**config.mk**
```make
export PLATFORM = sky130hd
export DESIGN_NAME = cfdt_bit_timing
export DESIGN_NICKNAME = d
export VERILOG_FILES = /design/src/cfdt_pkg.sv /design/src/cfdt_pair_buf.sv /design/src/cfdt_bit_timing.sv
export SDC_FILE = /design/constraint.sdc
export NUM_CORES = 1
export LEC_CHECK = 0
export CAP_MARGIN = 0
export CORE_MARGIN = 3
export CORE_UTILIZATION = 50
export CTS_CLUSTER_SIZE = 14
export DETAILED_ROUTE_END_ITERATION = 8
export DONT_BUFFER_PORTS = 1
export PLACE_DENSITY = 0.66
export SYNTH_ARGS = -nofsm -noshare
export SYNTH_HDL_FRONTEND = slang
export SYNTH_SLANG_ARGS = --single-unit
```
**constraint.sdc**
```tcl
create_clock -name ref_clk -period 22.7 [get_ports ref_clk]
set_input_delay 2.27 -clock ref_clk [delete_from_list [all_inputs] [get_ports ref_clk]]
set_output_delay 2.27 -clock ref_clk [all_outputs]
set_load 0.02 [all_outputs]
```
**src/cfdt_pkg.sv**
```systemverilog
// shared constants and types of the flexible-data-rate bit timing engine
package cfdt_pkg;

  // system clock
  localparam int  CLK_FREQ_MHZ      = 50;
  localparam int  CLK_PS            = 1000000 / CLK_FREQ_MHZ;

  // bit position is kept in picoseconds so that quanta finer than a clock stay exact on average
  localparam int  POS_W             = 23;
  typedef logic [POS_W-1:0] cfdt_pos_t;

  // quantum options
  localparam real QUANTUM_COARSE_NS = 25.0;
  localparam real QUANTUM_FINE_NS   = 12.5;
  localparam int  QUANTUM_COARSE_PS = int'(QUANTUM_COARSE_NS * 1000.0);
  localparam int  QUANTUM_FINE_PS   = int'(QUANTUM_FINE_NS * 1000.0);

  // nominal bit, coarse quantum
  localparam int  NOM_QPB_COARSE    = 80;
  localparam int  NOM_SJW_COARSE    = 16;
  localparam int  NOM_PS2_COARSE    = 16;
  // data bit, coarse quantum
  localparam int  DAT_QPB_COARSE    = 8;
  localparam int  DAT_SJW_COARSE    = 2;
  localparam int  DAT_PS2_COARSE    = 2;
  // nominal bit, fine quantum
  localparam int  NOM_QPB_FINE      = 160;
  localparam int  NOM_SJW_FINE      = 32;
  localparam int  NOM_PS2_FINE      = 32;
  // data bit, fine quantum
  localparam int  DAT_QPB_FINE      = 16;
  localparam int  DAT_SJW_FINE      = 4;
  localparam int  DAT_PS2_FINE      = 4;

  // programmed bit times
  localparam int  NOM_BIT_NS        = 2000;
  localparam int  DAT_BIT_NS        = 200;

  // recessive bits that mark an idle bus
  localparam logic [3:0] IDLE_BITS  = 4'hb;
  localparam logic [7:0] TDC_MAX    = 8'hff;

  // frame formats handled by the framer above this engine
  localparam int  STD_ID_BITS       = 11;
  localparam int  EXT_ID_BITS       = 29;
  localparam int  CLASSIC_MAX_BYTES = 8;
  localparam int  FD_MAX_BYTES      = 64;

  // fixed protocol options
  localparam logic TDC_ENABLE       = 1'b1;
  localparam logic RES_EXCEPTION_EN = 1'b0;
  localparam logic PADDING_EN       = 1'b0;
  localparam logic TRIPLE_SAMPLE    = 1'b0;

  typedef struct packed {
    cfdt_pos_t bit_ps;
    cfdt_pos_t sample_ps;
    cfdt_pos_t sjw_ps;
  } cfdt_timing_t;

  // sample point sits at quanta-per-bit minus phase segment two, sync quantum included
  localparam cfdt_timing_t NOM_COARSE = '{
    bit_ps:    cfdt_pos_t'(NOM_QPB_COARSE * QUANTUM_COARSE_PS),
    sample_ps: cfdt_pos_t'((NOM_QPB_COARSE - NOM_PS2_COARSE) * QUANTUM_COARSE_PS),
    sjw_ps:    cfdt_pos_t'(NOM_SJW_COARSE * QUANTUM_COARSE_PS)};
  localparam cfdt_timing_t DAT_COARSE = '{
    bit_ps:    cfdt_pos_t'(DAT_QPB_COARSE * QUANTUM_COARSE_PS),
    sample_ps: cfdt_pos_t'((DAT_QPB_COARSE - DAT_PS2_COARSE) * QUANTUM_COARSE_PS),
    sjw_ps:    cfdt_pos_t'(DAT_SJW_COARSE * QUANTUM_COARSE_PS)};
  localparam cfdt_timing_t NOM_FINE = '{
    bit_ps:    cfdt_pos_t'(NOM_QPB_FINE * QUANTUM_FINE_PS),
    sample_ps: cfdt_pos_t'((NOM_QPB_FINE - NOM_PS2_FINE) * QUANTUM_FINE_PS),
    sjw_ps:    cfdt_pos_t'(NOM_SJW_FINE * QUANTUM_FINE_PS)};
  localparam cfdt_timing_t DAT_FINE = '{
    bit_ps:    cfdt_pos_t'(DAT_QPB_FINE * QUANTUM_FINE_PS),
    sample_ps: cfdt_pos_t'((DAT_QPB_FINE - DAT_PS2_FINE) * QUANTUM_FINE_PS),
    sjw_ps:    cfdt_pos_t'(DAT_SJW_FINE * QUANTUM_FINE_PS)};

  localparam cfdt_pos_t CLK_STEP    = cfdt_pos_t'(CLK_PS);

  typedef enum logic [1:0] {
    CFDT_OFF,
    CFDT_INTEGRATE,
    CFDT_ACTIVE,
    CFDT_LOW_POWER
  } cfdt_mode_t;

  // one received bit handed to the framer
  typedef struct packed {
    logic value;
    logic fast;
    logic bit_err;
  } cfdt_rx_bit_t;

  localparam int RX_BIT_W = $bits(cfdt_rx_bit_t);

endpackage

```
**src/cfdt_pair_buf.sv**
```systemverilog
// small valid/ready buffer of flip-flop entries
`timescale 1ns/100ps
module cfdt_pair_buf #(
  parameter int WIDTH = 3,
  parameter int DEPTH = 2
) (
  input  wire logic             ref_clk,
  input  wire logic             sys_rst,
  input  wire logic             in_valid,
  output logic                  in_ready,
  input  wire logic [WIDTH-1:0] in_data,
  output logic                  out_valid,
  input  wire logic             out_ready,
  output logic [WIDTH-1:0]      out_data
);
  localparam int IW = (DEPTH > 1) ? $clog2(DEPTH) : 1;

  typedef struct packed {
    logic [DEPTH-1:0][WIDTH-1:0] mem;
    logic [IW-1:0]               wr;
    logic [IW-1:0]               rd;
    logic [IW:0]                 count;
  } cfdt_buf_state_t;

  cfdt_buf_state_t st;
  cfdt_buf_state_t next_st;
  logic            push;
  logic            pop;

  assign in_ready  = (st.count != (IW+1)'(DEPTH));
  assign out_valid = (st.count != '0);
  assign out_data  = st.mem[st.rd];

  always_comb begin
    next_st = st;
    push    = in_valid && in_ready;
    pop     = out_valid && out_ready;
    if (push) begin
      next_st.mem[st.wr] = in_data;
      next_st.wr         = (st.wr == IW'(DEPTH - 1)) ? '0 : st.wr + 1'b1;
    end
    if (pop) begin
      next_st.rd = (st.rd == IW'(DEPTH - 1)) ? '0 : st.rd + 1'b1;
    end
    if (push && !pop) begin
      next_st.count = st.count + 1'b1;
    end else if (pop && !push) begin
      next_st.count = st.count - 1'b1;
    end
  end

  always_ff @(posedge ref_clk) begin
    if (sys_rst) begin
      st <= '0;
    end else begin
      st <= next_st;
    end
  end
endmodule

```
**src/cfdt_bit_timing.sv**
```systemverilog
// bit timing, sampling and bit stream engine of the flexible-data-rate bus node
`timescale 1ns/100ps
module cfdt_bit_timing #(
  parameter int RX_DEPTH = 2
) (
  input  wire logic                  ref_clk,
  input  wire logic                  sys_rst,
  input  wire logic                  enable,
  input  wire logic                  fine_quantum,
  input  wire logic                  low_power_req,
  input  wire logic                  wake_valid,
  input  wire logic                  can_rx,
  output logic                       can_tx,
  input  wire logic                  fd_frame,
  input  wire logic                  brs_recessive,
  input  wire logic                  data_phase,
  input  wire logic                  tx_valid,
  output logic                       tx_ready,
  input  wire logic                  tx_bit,
  output logic                       rx_valid,
  input  wire logic                  rx_ready,
  output cfdt_pkg::cfdt_rx_bit_t     rx_data,
  output logic                       bit_error,
  output logic                       rx_overrun,
  input  wire logic                  overrun_clear,
  output logic                       bus_idle,
  output cfdt_pkg::cfdt_mode_t       node_mode,
  output logic [7:0]                 tdc_delay,
  output logic                       tdc_enabled,
  output logic                       res_exception_enabled,
  output logic                       padding_enabled,
  output logic                       triple_sampling
);

  typedef struct packed {
    logic                   rx_meta;
    logic                   rx_sync;
    logic                   rx_prev;
    cfdt_pkg::cfdt_mode_t   mode;
    logic                   fine;
    cfdt_pkg::cfdt_pos_t    pos;
    logic                   fast;
    logic                   sampled;
    logic                   resynced;
    logic                   ssp_done;
    logic                   tx_level;
    logic                   tx_active;
    logic [1:0]             tx_hist;
    logic [3:0]             idle_cnt;
    logic                   tdc_run;
    logic [7:0]             tdc_cnt;
    logic [7:0]             tdc_delay;
    logic                   push;
    cfdt_pkg::cfdt_rx_bit_t push_data;
    logic                   bit_err;
    logic                   overrun;
  } cfdt_state_t;

  cfdt_state_t            st;
  cfdt_state_t            next_st;
  cfdt_pkg::cfdt_timing_t nom_t;
  cfdt_pkg::cfdt_timing_t dat_t;
  cfdt_pkg::cfdt_timing_t cur_t;
  cfdt_pkg::cfdt_pos_t    pos_inc;
  cfdt_pkg::cfdt_pos_t    pos_n;
  cfdt_pkg::cfdt_pos_t    lag;
  cfdt_pkg::cfdt_pos_t    remain;
  cfdt_pkg::cfdt_pos_t    tdc_ps;
  cfdt_pkg::cfdt_pos_t    ssp_total;
  cfdt_pkg::cfdt_pos_t    ssp_pos;
  logic                   ssp_wrap;
  logic                   fall;
  logic                   running;
  logic                   bit_end;
  logic                   take_tx;
  logic                   buf_in_ready;
  logic                   idle_now;

  cfdt_pair_buf #(
    .WIDTH (cfdt_pkg::RX_BIT_W),
    .DEPTH (RX_DEPTH)
  ) u_rx_buf (
    .ref_clk   (ref_clk),
    .sys_rst   (sys_rst),
    .in_valid  (st.push),
    .in_ready  (buf_in_ready),
    .in_data   (st.push_data),
    .out_valid (rx_valid),
    .out_ready (rx_ready),
    .out_data  (rx_data)
  );

  // both phases select from one quantum option, reloaded on entering active and frozen there
  always_comb begin
    nom_t = st.fine ? cfdt_pkg::NOM_FINE : cfdt_pkg::NOM_COARSE;
    dat_t = st.fine ? cfdt_pkg::DAT_FINE : cfdt_pkg::DAT_COARSE;
    cur_t = st.fast ? dat_t : nom_t;
  end

  assign idle_now  = (st.idle_cnt == cfdt_pkg::IDLE_BITS);
  assign fall      = st.rx_prev && !st.rx_sync;
  assign running   = (st.mode == cfdt_pkg::CFDT_INTEGRATE) || (st.mode == cfdt_pkg::CFDT_ACTIVE);

  // secondary sample point for own bits in the fast phase
  always_comb begin
    tdc_ps    = cfdt_pkg::cfdt_pos_t'(st.tdc_delay) * cfdt_pkg::CLK_STEP;
    ssp_total = tdc_ps + dat_t.sample_ps;
    ssp_wrap  = (ssp_total >= dat_t.bit_ps);
    ssp_pos   = ssp_wrap ? ssp_total - dat_t.bit_ps : ssp_total;
  end

  always_comb begin
    next_st                 = st;
    next_st.rx_meta         = can_rx;
    next_st.rx_sync         = st.rx_meta;
    next_st.rx_prev         = st.rx_sync;
    next_st.push            = 1'b0;
    next_st.bit_err         = 1'b0;
    pos_inc                 = st.pos + cfdt_pkg::CLK_STEP;
    pos_n                   = pos_inc;
    lag                     = '0;
    remain                  = '0;
    bit_end                 = 1'b0;
    take_tx                 = 1'b0;
    tx_ready                = 1'b0;

    // a bit the buffer cannot take is flagged, never silently dropped; a new loss wins over the clear
    next_st.overrun = (st.push && !buf_in_ready) || (st.overrun && !overrun_clear);

    if (!enable) begin
      // supply failing or node switched off: release the bus at once
      next_st.mode      = cfdt_pkg::CFDT_OFF;
      next_st.tx_level  = 1'b1;
      next_st.tx_active = 1'b0;
      next_st.pos       = '0;
      next_st.idle_cnt  = '0;
      next_st.tdc_run   = 1'b0;
    end else if (low_power_req && st.mode != cfdt_pkg::CFDT_OFF) begin
      // entered whatever the bus level, no wait for an idle bus
      next_st.mode      = cfdt_pkg::CFDT_LOW_POWER;
      next_st.tx_level  = 1'b1;
      next_st.tx_active = 1'b0;
      next_st.pos       = '0;
      next_st.idle_cnt  = '0;
      next_st.tdc_run   = 1'b0;
    end else begin
      case (st.mode)
        cfdt_pkg::CFDT_OFF: begin
          // power back: listen for an idle bus before driving anything
          next_st.mode     = cfdt_pkg::CFDT_INTEGRATE;
          next_st.fine     = fine_quantum;
          next_st.idle_cnt = '0;
          next_st.pos      = '0;
          next_st.fast     = 1'b0;
        end
        cfdt_pkg::CFDT_LOW_POWER: begin
          if (wake_valid) begin
            next_st.mode     = cfdt_pkg::CFDT_INTEGRATE;
            next_st.fine     = fine_quantum;
            next_st.idle_cnt = '0;
            next_st.fast     = 1'b0;
          end
        end
        cfdt_pkg::CFDT_INTEGRATE,
        cfdt_pkg::CFDT_ACTIVE: begin
          // synchronisation on recessive to dominant edges not caused by ourselves
          if (fall && idle_now && st.tx_level) begin
            pos_n            = cfdt_pkg::CLK_STEP;
            next_st.sampled  = 1'b0;
            next_st.resynced = 1'b1;
            next_st.ssp_done = 1'b0;
          end else if (fall && !st.resynced && st.tx_level && !(st.fast && st.tx_active)) begin
            next_st.resynced = 1'b1;
            if (st.pos < cur_t.sample_ps) begin
              lag   = st.pos;
              pos_n = pos_inc - ((lag < cur_t.sjw_ps) ? lag : cur_t.sjw_ps);
            end else begin
              remain = cur_t.bit_ps - st.pos;
              pos_n  = (remain <= cur_t.sjw_ps) ? cur_t.bit_ps : pos_inc + cur_t.sjw_ps;
            end
          end

          // one sample at the sample point, no majority vote
          if (!st.sampled && pos_n >= cur_t.sample_ps) begin
            next_st.sampled         = 1'b1;
            next_st.push            = 1'b1;
            next_st.push_data.value = st.rx_sync;
            next_st.push_data.fast  = st.fast;
            // checks run on every own bit of the nominal phase regardless of its value
            next_st.push_data.bit_err = st.tx_active && !st.fast && (st.rx_sync != st.tx_level);
            next_st.bit_err           = st.tx_active && !st.fast && (st.rx_sync != st.tx_level);
            if (st.rx_sync) begin
              next_st.idle_cnt = idle_now ? st.idle_cnt : st.idle_cnt + 4'h1;
            end else begin
              next_st.idle_cnt = '0;
            end
          end

          // own fast bits checked at the delay-compensated point
          if (st.fast && st.tx_active && !st.ssp_done && pos_n >= ssp_pos) begin
            next_st.ssp_done = 1'b1;
            if (st.rx_sync != (ssp_wrap ? st.tx_hist[1] : st.tx_hist[0])) begin
              next_st.bit_err = 1'b1;
            end
          end

          // transmitter delay measured on own falling edge in the nominal phase
          if (st.tdc_run) begin
            if (fall) begin
              next_st.tdc_run   = 1'b0;
              next_st.tdc_delay = st.tdc_cnt;
            end else if (st.tdc_cnt != cfdt_pkg::TDC_MAX) begin
              next_st.tdc_cnt = st.tdc_cnt + 8'h01;
            end
          end

          bit_end = (pos_n >= cur_t.bit_ps);
          if (bit_end) begin
            next_st.pos      = pos_n - cur_t.bit_ps;
            next_st.sampled  = 1'b0;
            next_st.resynced = 1'b0;
            next_st.ssp_done = 1'b0;
            next_st.fast     = (st.mode == cfdt_pkg::CFDT_ACTIVE) && data_phase && fd_frame
                               && brs_recessive;
            tx_ready         = (st.mode == cfdt_pkg::CFDT_ACTIVE);
            take_tx          = tx_ready && tx_valid;
            next_st.tx_level  = take_tx ? tx_bit : 1'b1;
            next_st.tx_active = take_tx;
            next_st.tx_hist   = {st.tx_hist[0], take_tx ? tx_bit : 1'b1};
            if (st.tx_level && take_tx && !tx_bit && !next_st.fast) begin
              next_st.tdc_run = 1'b1;
              next_st.tdc_cnt = '0;
            end
          end else begin
            next_st.pos = pos_n;
          end

          if (st.mode == cfdt_pkg::CFDT_INTEGRATE && idle_now) begin
            next_st.mode = cfdt_pkg::CFDT_ACTIVE;
            next_st.fine = fine_quantum;
          end
        end
        default: begin
          next_st.mode     = cfdt_pkg::CFDT_OFF;
          next_st.tx_level = 1'b1;
        end
      endcase
    end
  end

  always_ff @(posedge ref_clk) begin
    if (sys_rst) begin
      st          <= '0;
      st.rx_meta  <= 1'b1;
      st.rx_sync  <= 1'b1;
      st.rx_prev  <= 1'b1;
      st.mode     <= cfdt_pkg::CFDT_OFF;
      st.tx_level <= 1'b1;
      st.tx_hist  <= 2'h3;
    end else begin
      st <= next_st;
    end
  end

  assign can_tx                = st.tx_level;
  assign bit_error             = st.bit_err;
  assign rx_overrun            = st.overrun;
  assign bus_idle              = idle_now;
  assign node_mode             = st.mode;
  assign tdc_delay             = st.tdc_delay;
  assign tdc_enabled           = cfdt_pkg::TDC_ENABLE;
  assign res_exception_enabled = cfdt_pkg::RES_EXCEPTION_EN;
  assign padding_enabled       = cfdt_pkg::PADDING_EN;
  assign triple_sampling       = cfdt_pkg::TRIPLE_SAMPLE;

endmodule

```
==> results.md <==
- Status: finished clean
- Max-Cap Viols: 0
- Clock H-tree levels: 3
- Largest net degree at the start of global routing: 32
- Cell mode on critical path: ha_1
- Clock sink total: 73
- Initial antenna violation count: 0
- LEAKAGE: around 4.8 nW
- Peak supply drop: 55.7 uV
- Crit path required time: 20.43 ns
- RePlAce Congestion: a little under 1
- Die Y: 151 um
- Setup CP Type: reg2out
- Port Buffers: 0
- Pwr Total: 0.000382 W
- CP max stage cell: dfxtp_2
- Area grow syn2layout: 4.21%
- Hold WC Path Type: reg2reg
- TritonCTS clock tree: done
- Cell Pwr Density: about 35 nW/um^2
- Initial core utilization: 51.3%
- Final hold vios: 0
- Fillers: 2035
- Slew @ Worst Pin: 1.13 ns
- Dpl cells: 1604
- Multi-input gate area: between 8000 and 9000 um^2
- First-pass GRT wire length: 44900 um
- Syn. warnings: 0
- Startpoint Class: register
- Die Area: 22700 um^2
- Iter 0 DRT Violations: 786
- Period utilisation layout: 47.2%
- Clock Root Buffer: clkbuf_16
- Tmin final: 10.70 ns
- Clk slew on worst S/H paths: 0.07 ns
- Hold-fix buffers, CTS: 0
- Vias in the first global route: 9085
- Nets@finish: 1523
- Synth top area share: between 15 and 20%
- Post-synthesis cell count: 1379
- DRT Wirelength: 28000 um
- Area contributors post-synth: ha_1, dfxtp_1, xnor2_1
- Worst skew pair latency: between 0.3 and 0.4 ns
- Setup TNS: 0 ns
- Drt drc: 0
- # IOs: 37
- Rows: 52
- Final Non-Filler Cells: 1620
- Worst slew margin relative to its limit: 24.3%
- RSZ-0062 raised after global routing: false
- Worst path max stage delay: 0.68 ns
- Vias per cell: 6.10
- N_diodes: 0
- Netlist cell types: 90
- Most used DFF post-synth: dfxtp_1
- CTS Buf Count: 9
- Slew Limit Fails: 0
- Routed Antenna Nets: 0
- Dpl hpwl: 22300 um
- Sequential Area: 1460 um^2
- Skew final: 0.0102 ns
- Final Setup Violations: 0
- Largest fanout on the critical path: 23
- Post-synth top area cell: ha_1
- CP endpoint kind: output port
- Post-synthesis sequential area ratio: 13.9%
- Post-synth EDFFs: 0
- GRT Residual Overflow: 0
- Core area: about 20000 um^2
- Postcts setup bufs: 0
- Share of layout cells above drive strength 1: 6.15%
- Async SR Flop Fraction: 0%
- Mapped cell area: 10500 um^2
- Via count: 9874
- Wire length per cell: 17.3 um
- Total track usage: roughly a quarter
- Synth Area per Inst: 7.60 um^2
- Clk buf depth: 2
- Die Span X: 151 um
- Arrival time worst endpoint: 8.43 ns
- Max Freq: between 90 and 100 MHz
- CTS resizes: 0
- Yosys reg bits: 73
- DRT Pass-1 Iters: 5
## final timing paths
kind	start	to	slack, ns	cells past startpoint
max	st[34]	tx_ready	12.00	27
min	next_st[62]	next_st[61]	0.42	1
max reg2reg	st[34]	can_tx	14.24	29
min reg2reg	next_st[62]	next_st[61]	0.42	1
## metal layers
layer / wire length (um) / track usage, % / vias up / part of all wire (%)
met2: 13500 / 43.0 / 262 / 48
li1: - / - / 4940 / -
met1: 12400 / 30.8 / 4619 / 45
met4: 715 / 7.43 / 0 / 2.6
met5: 0 / 0 / - / 0
met3: 1240 / 2.42 / 53 / 4.4
## cell usage after synthesis, types with 12 or more instances
master and n:
ha_1 150, nand2_1 122, nor2_1 112, a21oi_1 107, inv_1 86, xnor2_1 74
dfxtp_1 73, o21ai_0 73, nand3_1 49, xor2_1 37, clkbuf_1 35, a21o_1 31
nor3_1 31, mux2i_1 21, a211oi_1 19, a31oi_1 19, nand4_1 18, nor2b_1 18
and3_1 17, or2_2 17, buf_4 15, fa_1 14, nand2b_1 13, or3_1 12
## report_power, final
part	total [W]	internal, W	switching (W)
sequential	0.000135	0.000131	0.00000467
combinational	0.0000979	0.0000382	0.0000596
clock	0.000149	0.0000873	0.0000618
## registers in the layout, indices dropped and copies added, names as in the netlist
name	flops
rx_overrun	1
tdc_delay	8
st	48
next_st	2
u_rx_buf.st	10
bit_error	1
node_mode	2
can_tx	1
## cells in the final DEF, fill, tap and decap left out, types with 6 or more instances in the layout
cell type  count
dfxtp_1       72
nor3_1        30
ha_1         150
or3_1         12
nand4_1       18
o211ai_1      11
a211oi_1      19
or4_1          7
xor2_1        37
o21bai_1       7
a211o_1        6
conb_1         8
buf_4          8
inv_1         86
fa_1          14
a31o_2         6
nor4_1        11
o21ai_1        7
a21oi_1      107
a22oi_1        6
nor2_1       112
mux2i_1       21
nand3b_1       9
o21a_1         8
clkbuf_16      9
and3_1        17
a21o_1        31
nand2b_1      13
a2111o_1       7
or2_2         17
o21ai_0       72
and2_1         8
nand2_1      122
a31oi_1       19
nand3_1       49
xnor2_1       74
o31ai_1       10
nor2b_1       18
## logic make-up (layout without fill, tap and decap cells)
logic type                 Yosys count  in the layout  synth area share, %
AOI/OAI and AO/OA                  383            383                 24.4
xor gates and xnor gates           111            111                 9.28
adders and majority gates          165            165                 20.7
buffers and inverters              145            110                 5.96
DFF                                 73             73                 13.9
muxes                               27             27                 2.69
other                                2              8               0.0717
and+or+nand+nor                    473            473                 23.0
## critical path, delay by kind of cell, from the launching register on
kind | cells | cell delay (ns)
flops | 1 | 0.68
buf+inv | 2 | 0.33
fa+ha+maj | 3 | 1.20
xor+xnor | 1 | 0.12
compound gates | 10 | 2.82
simple gates | 11 | 2.92
## metrics by stage
step	utilization, %	setup WS (ns)	hold WS [ns]	instance area, um^2
floorplan	-	12.65	0.389	10500
global route	53.5	11.50	0.437	10900
global placement	51.9	12.44	0.395	10600
CTS	53.5	11.97	0.424	10900
finish	53.5	12.00	0.423	10900
detailed placement	51.9	12.33	0.397	10600
## layout make-up
cell class	count	share of cell area, %
clock buffer	9	2.06
clock inverter	7	0.779
inverter	86	2.96
multi-input combinational	1167	77.2
timing repair buffer	8	0.550
tap	270	3.09
sequential	73	13.4
No activity file was read; power rests on OpenSTA's default activity.
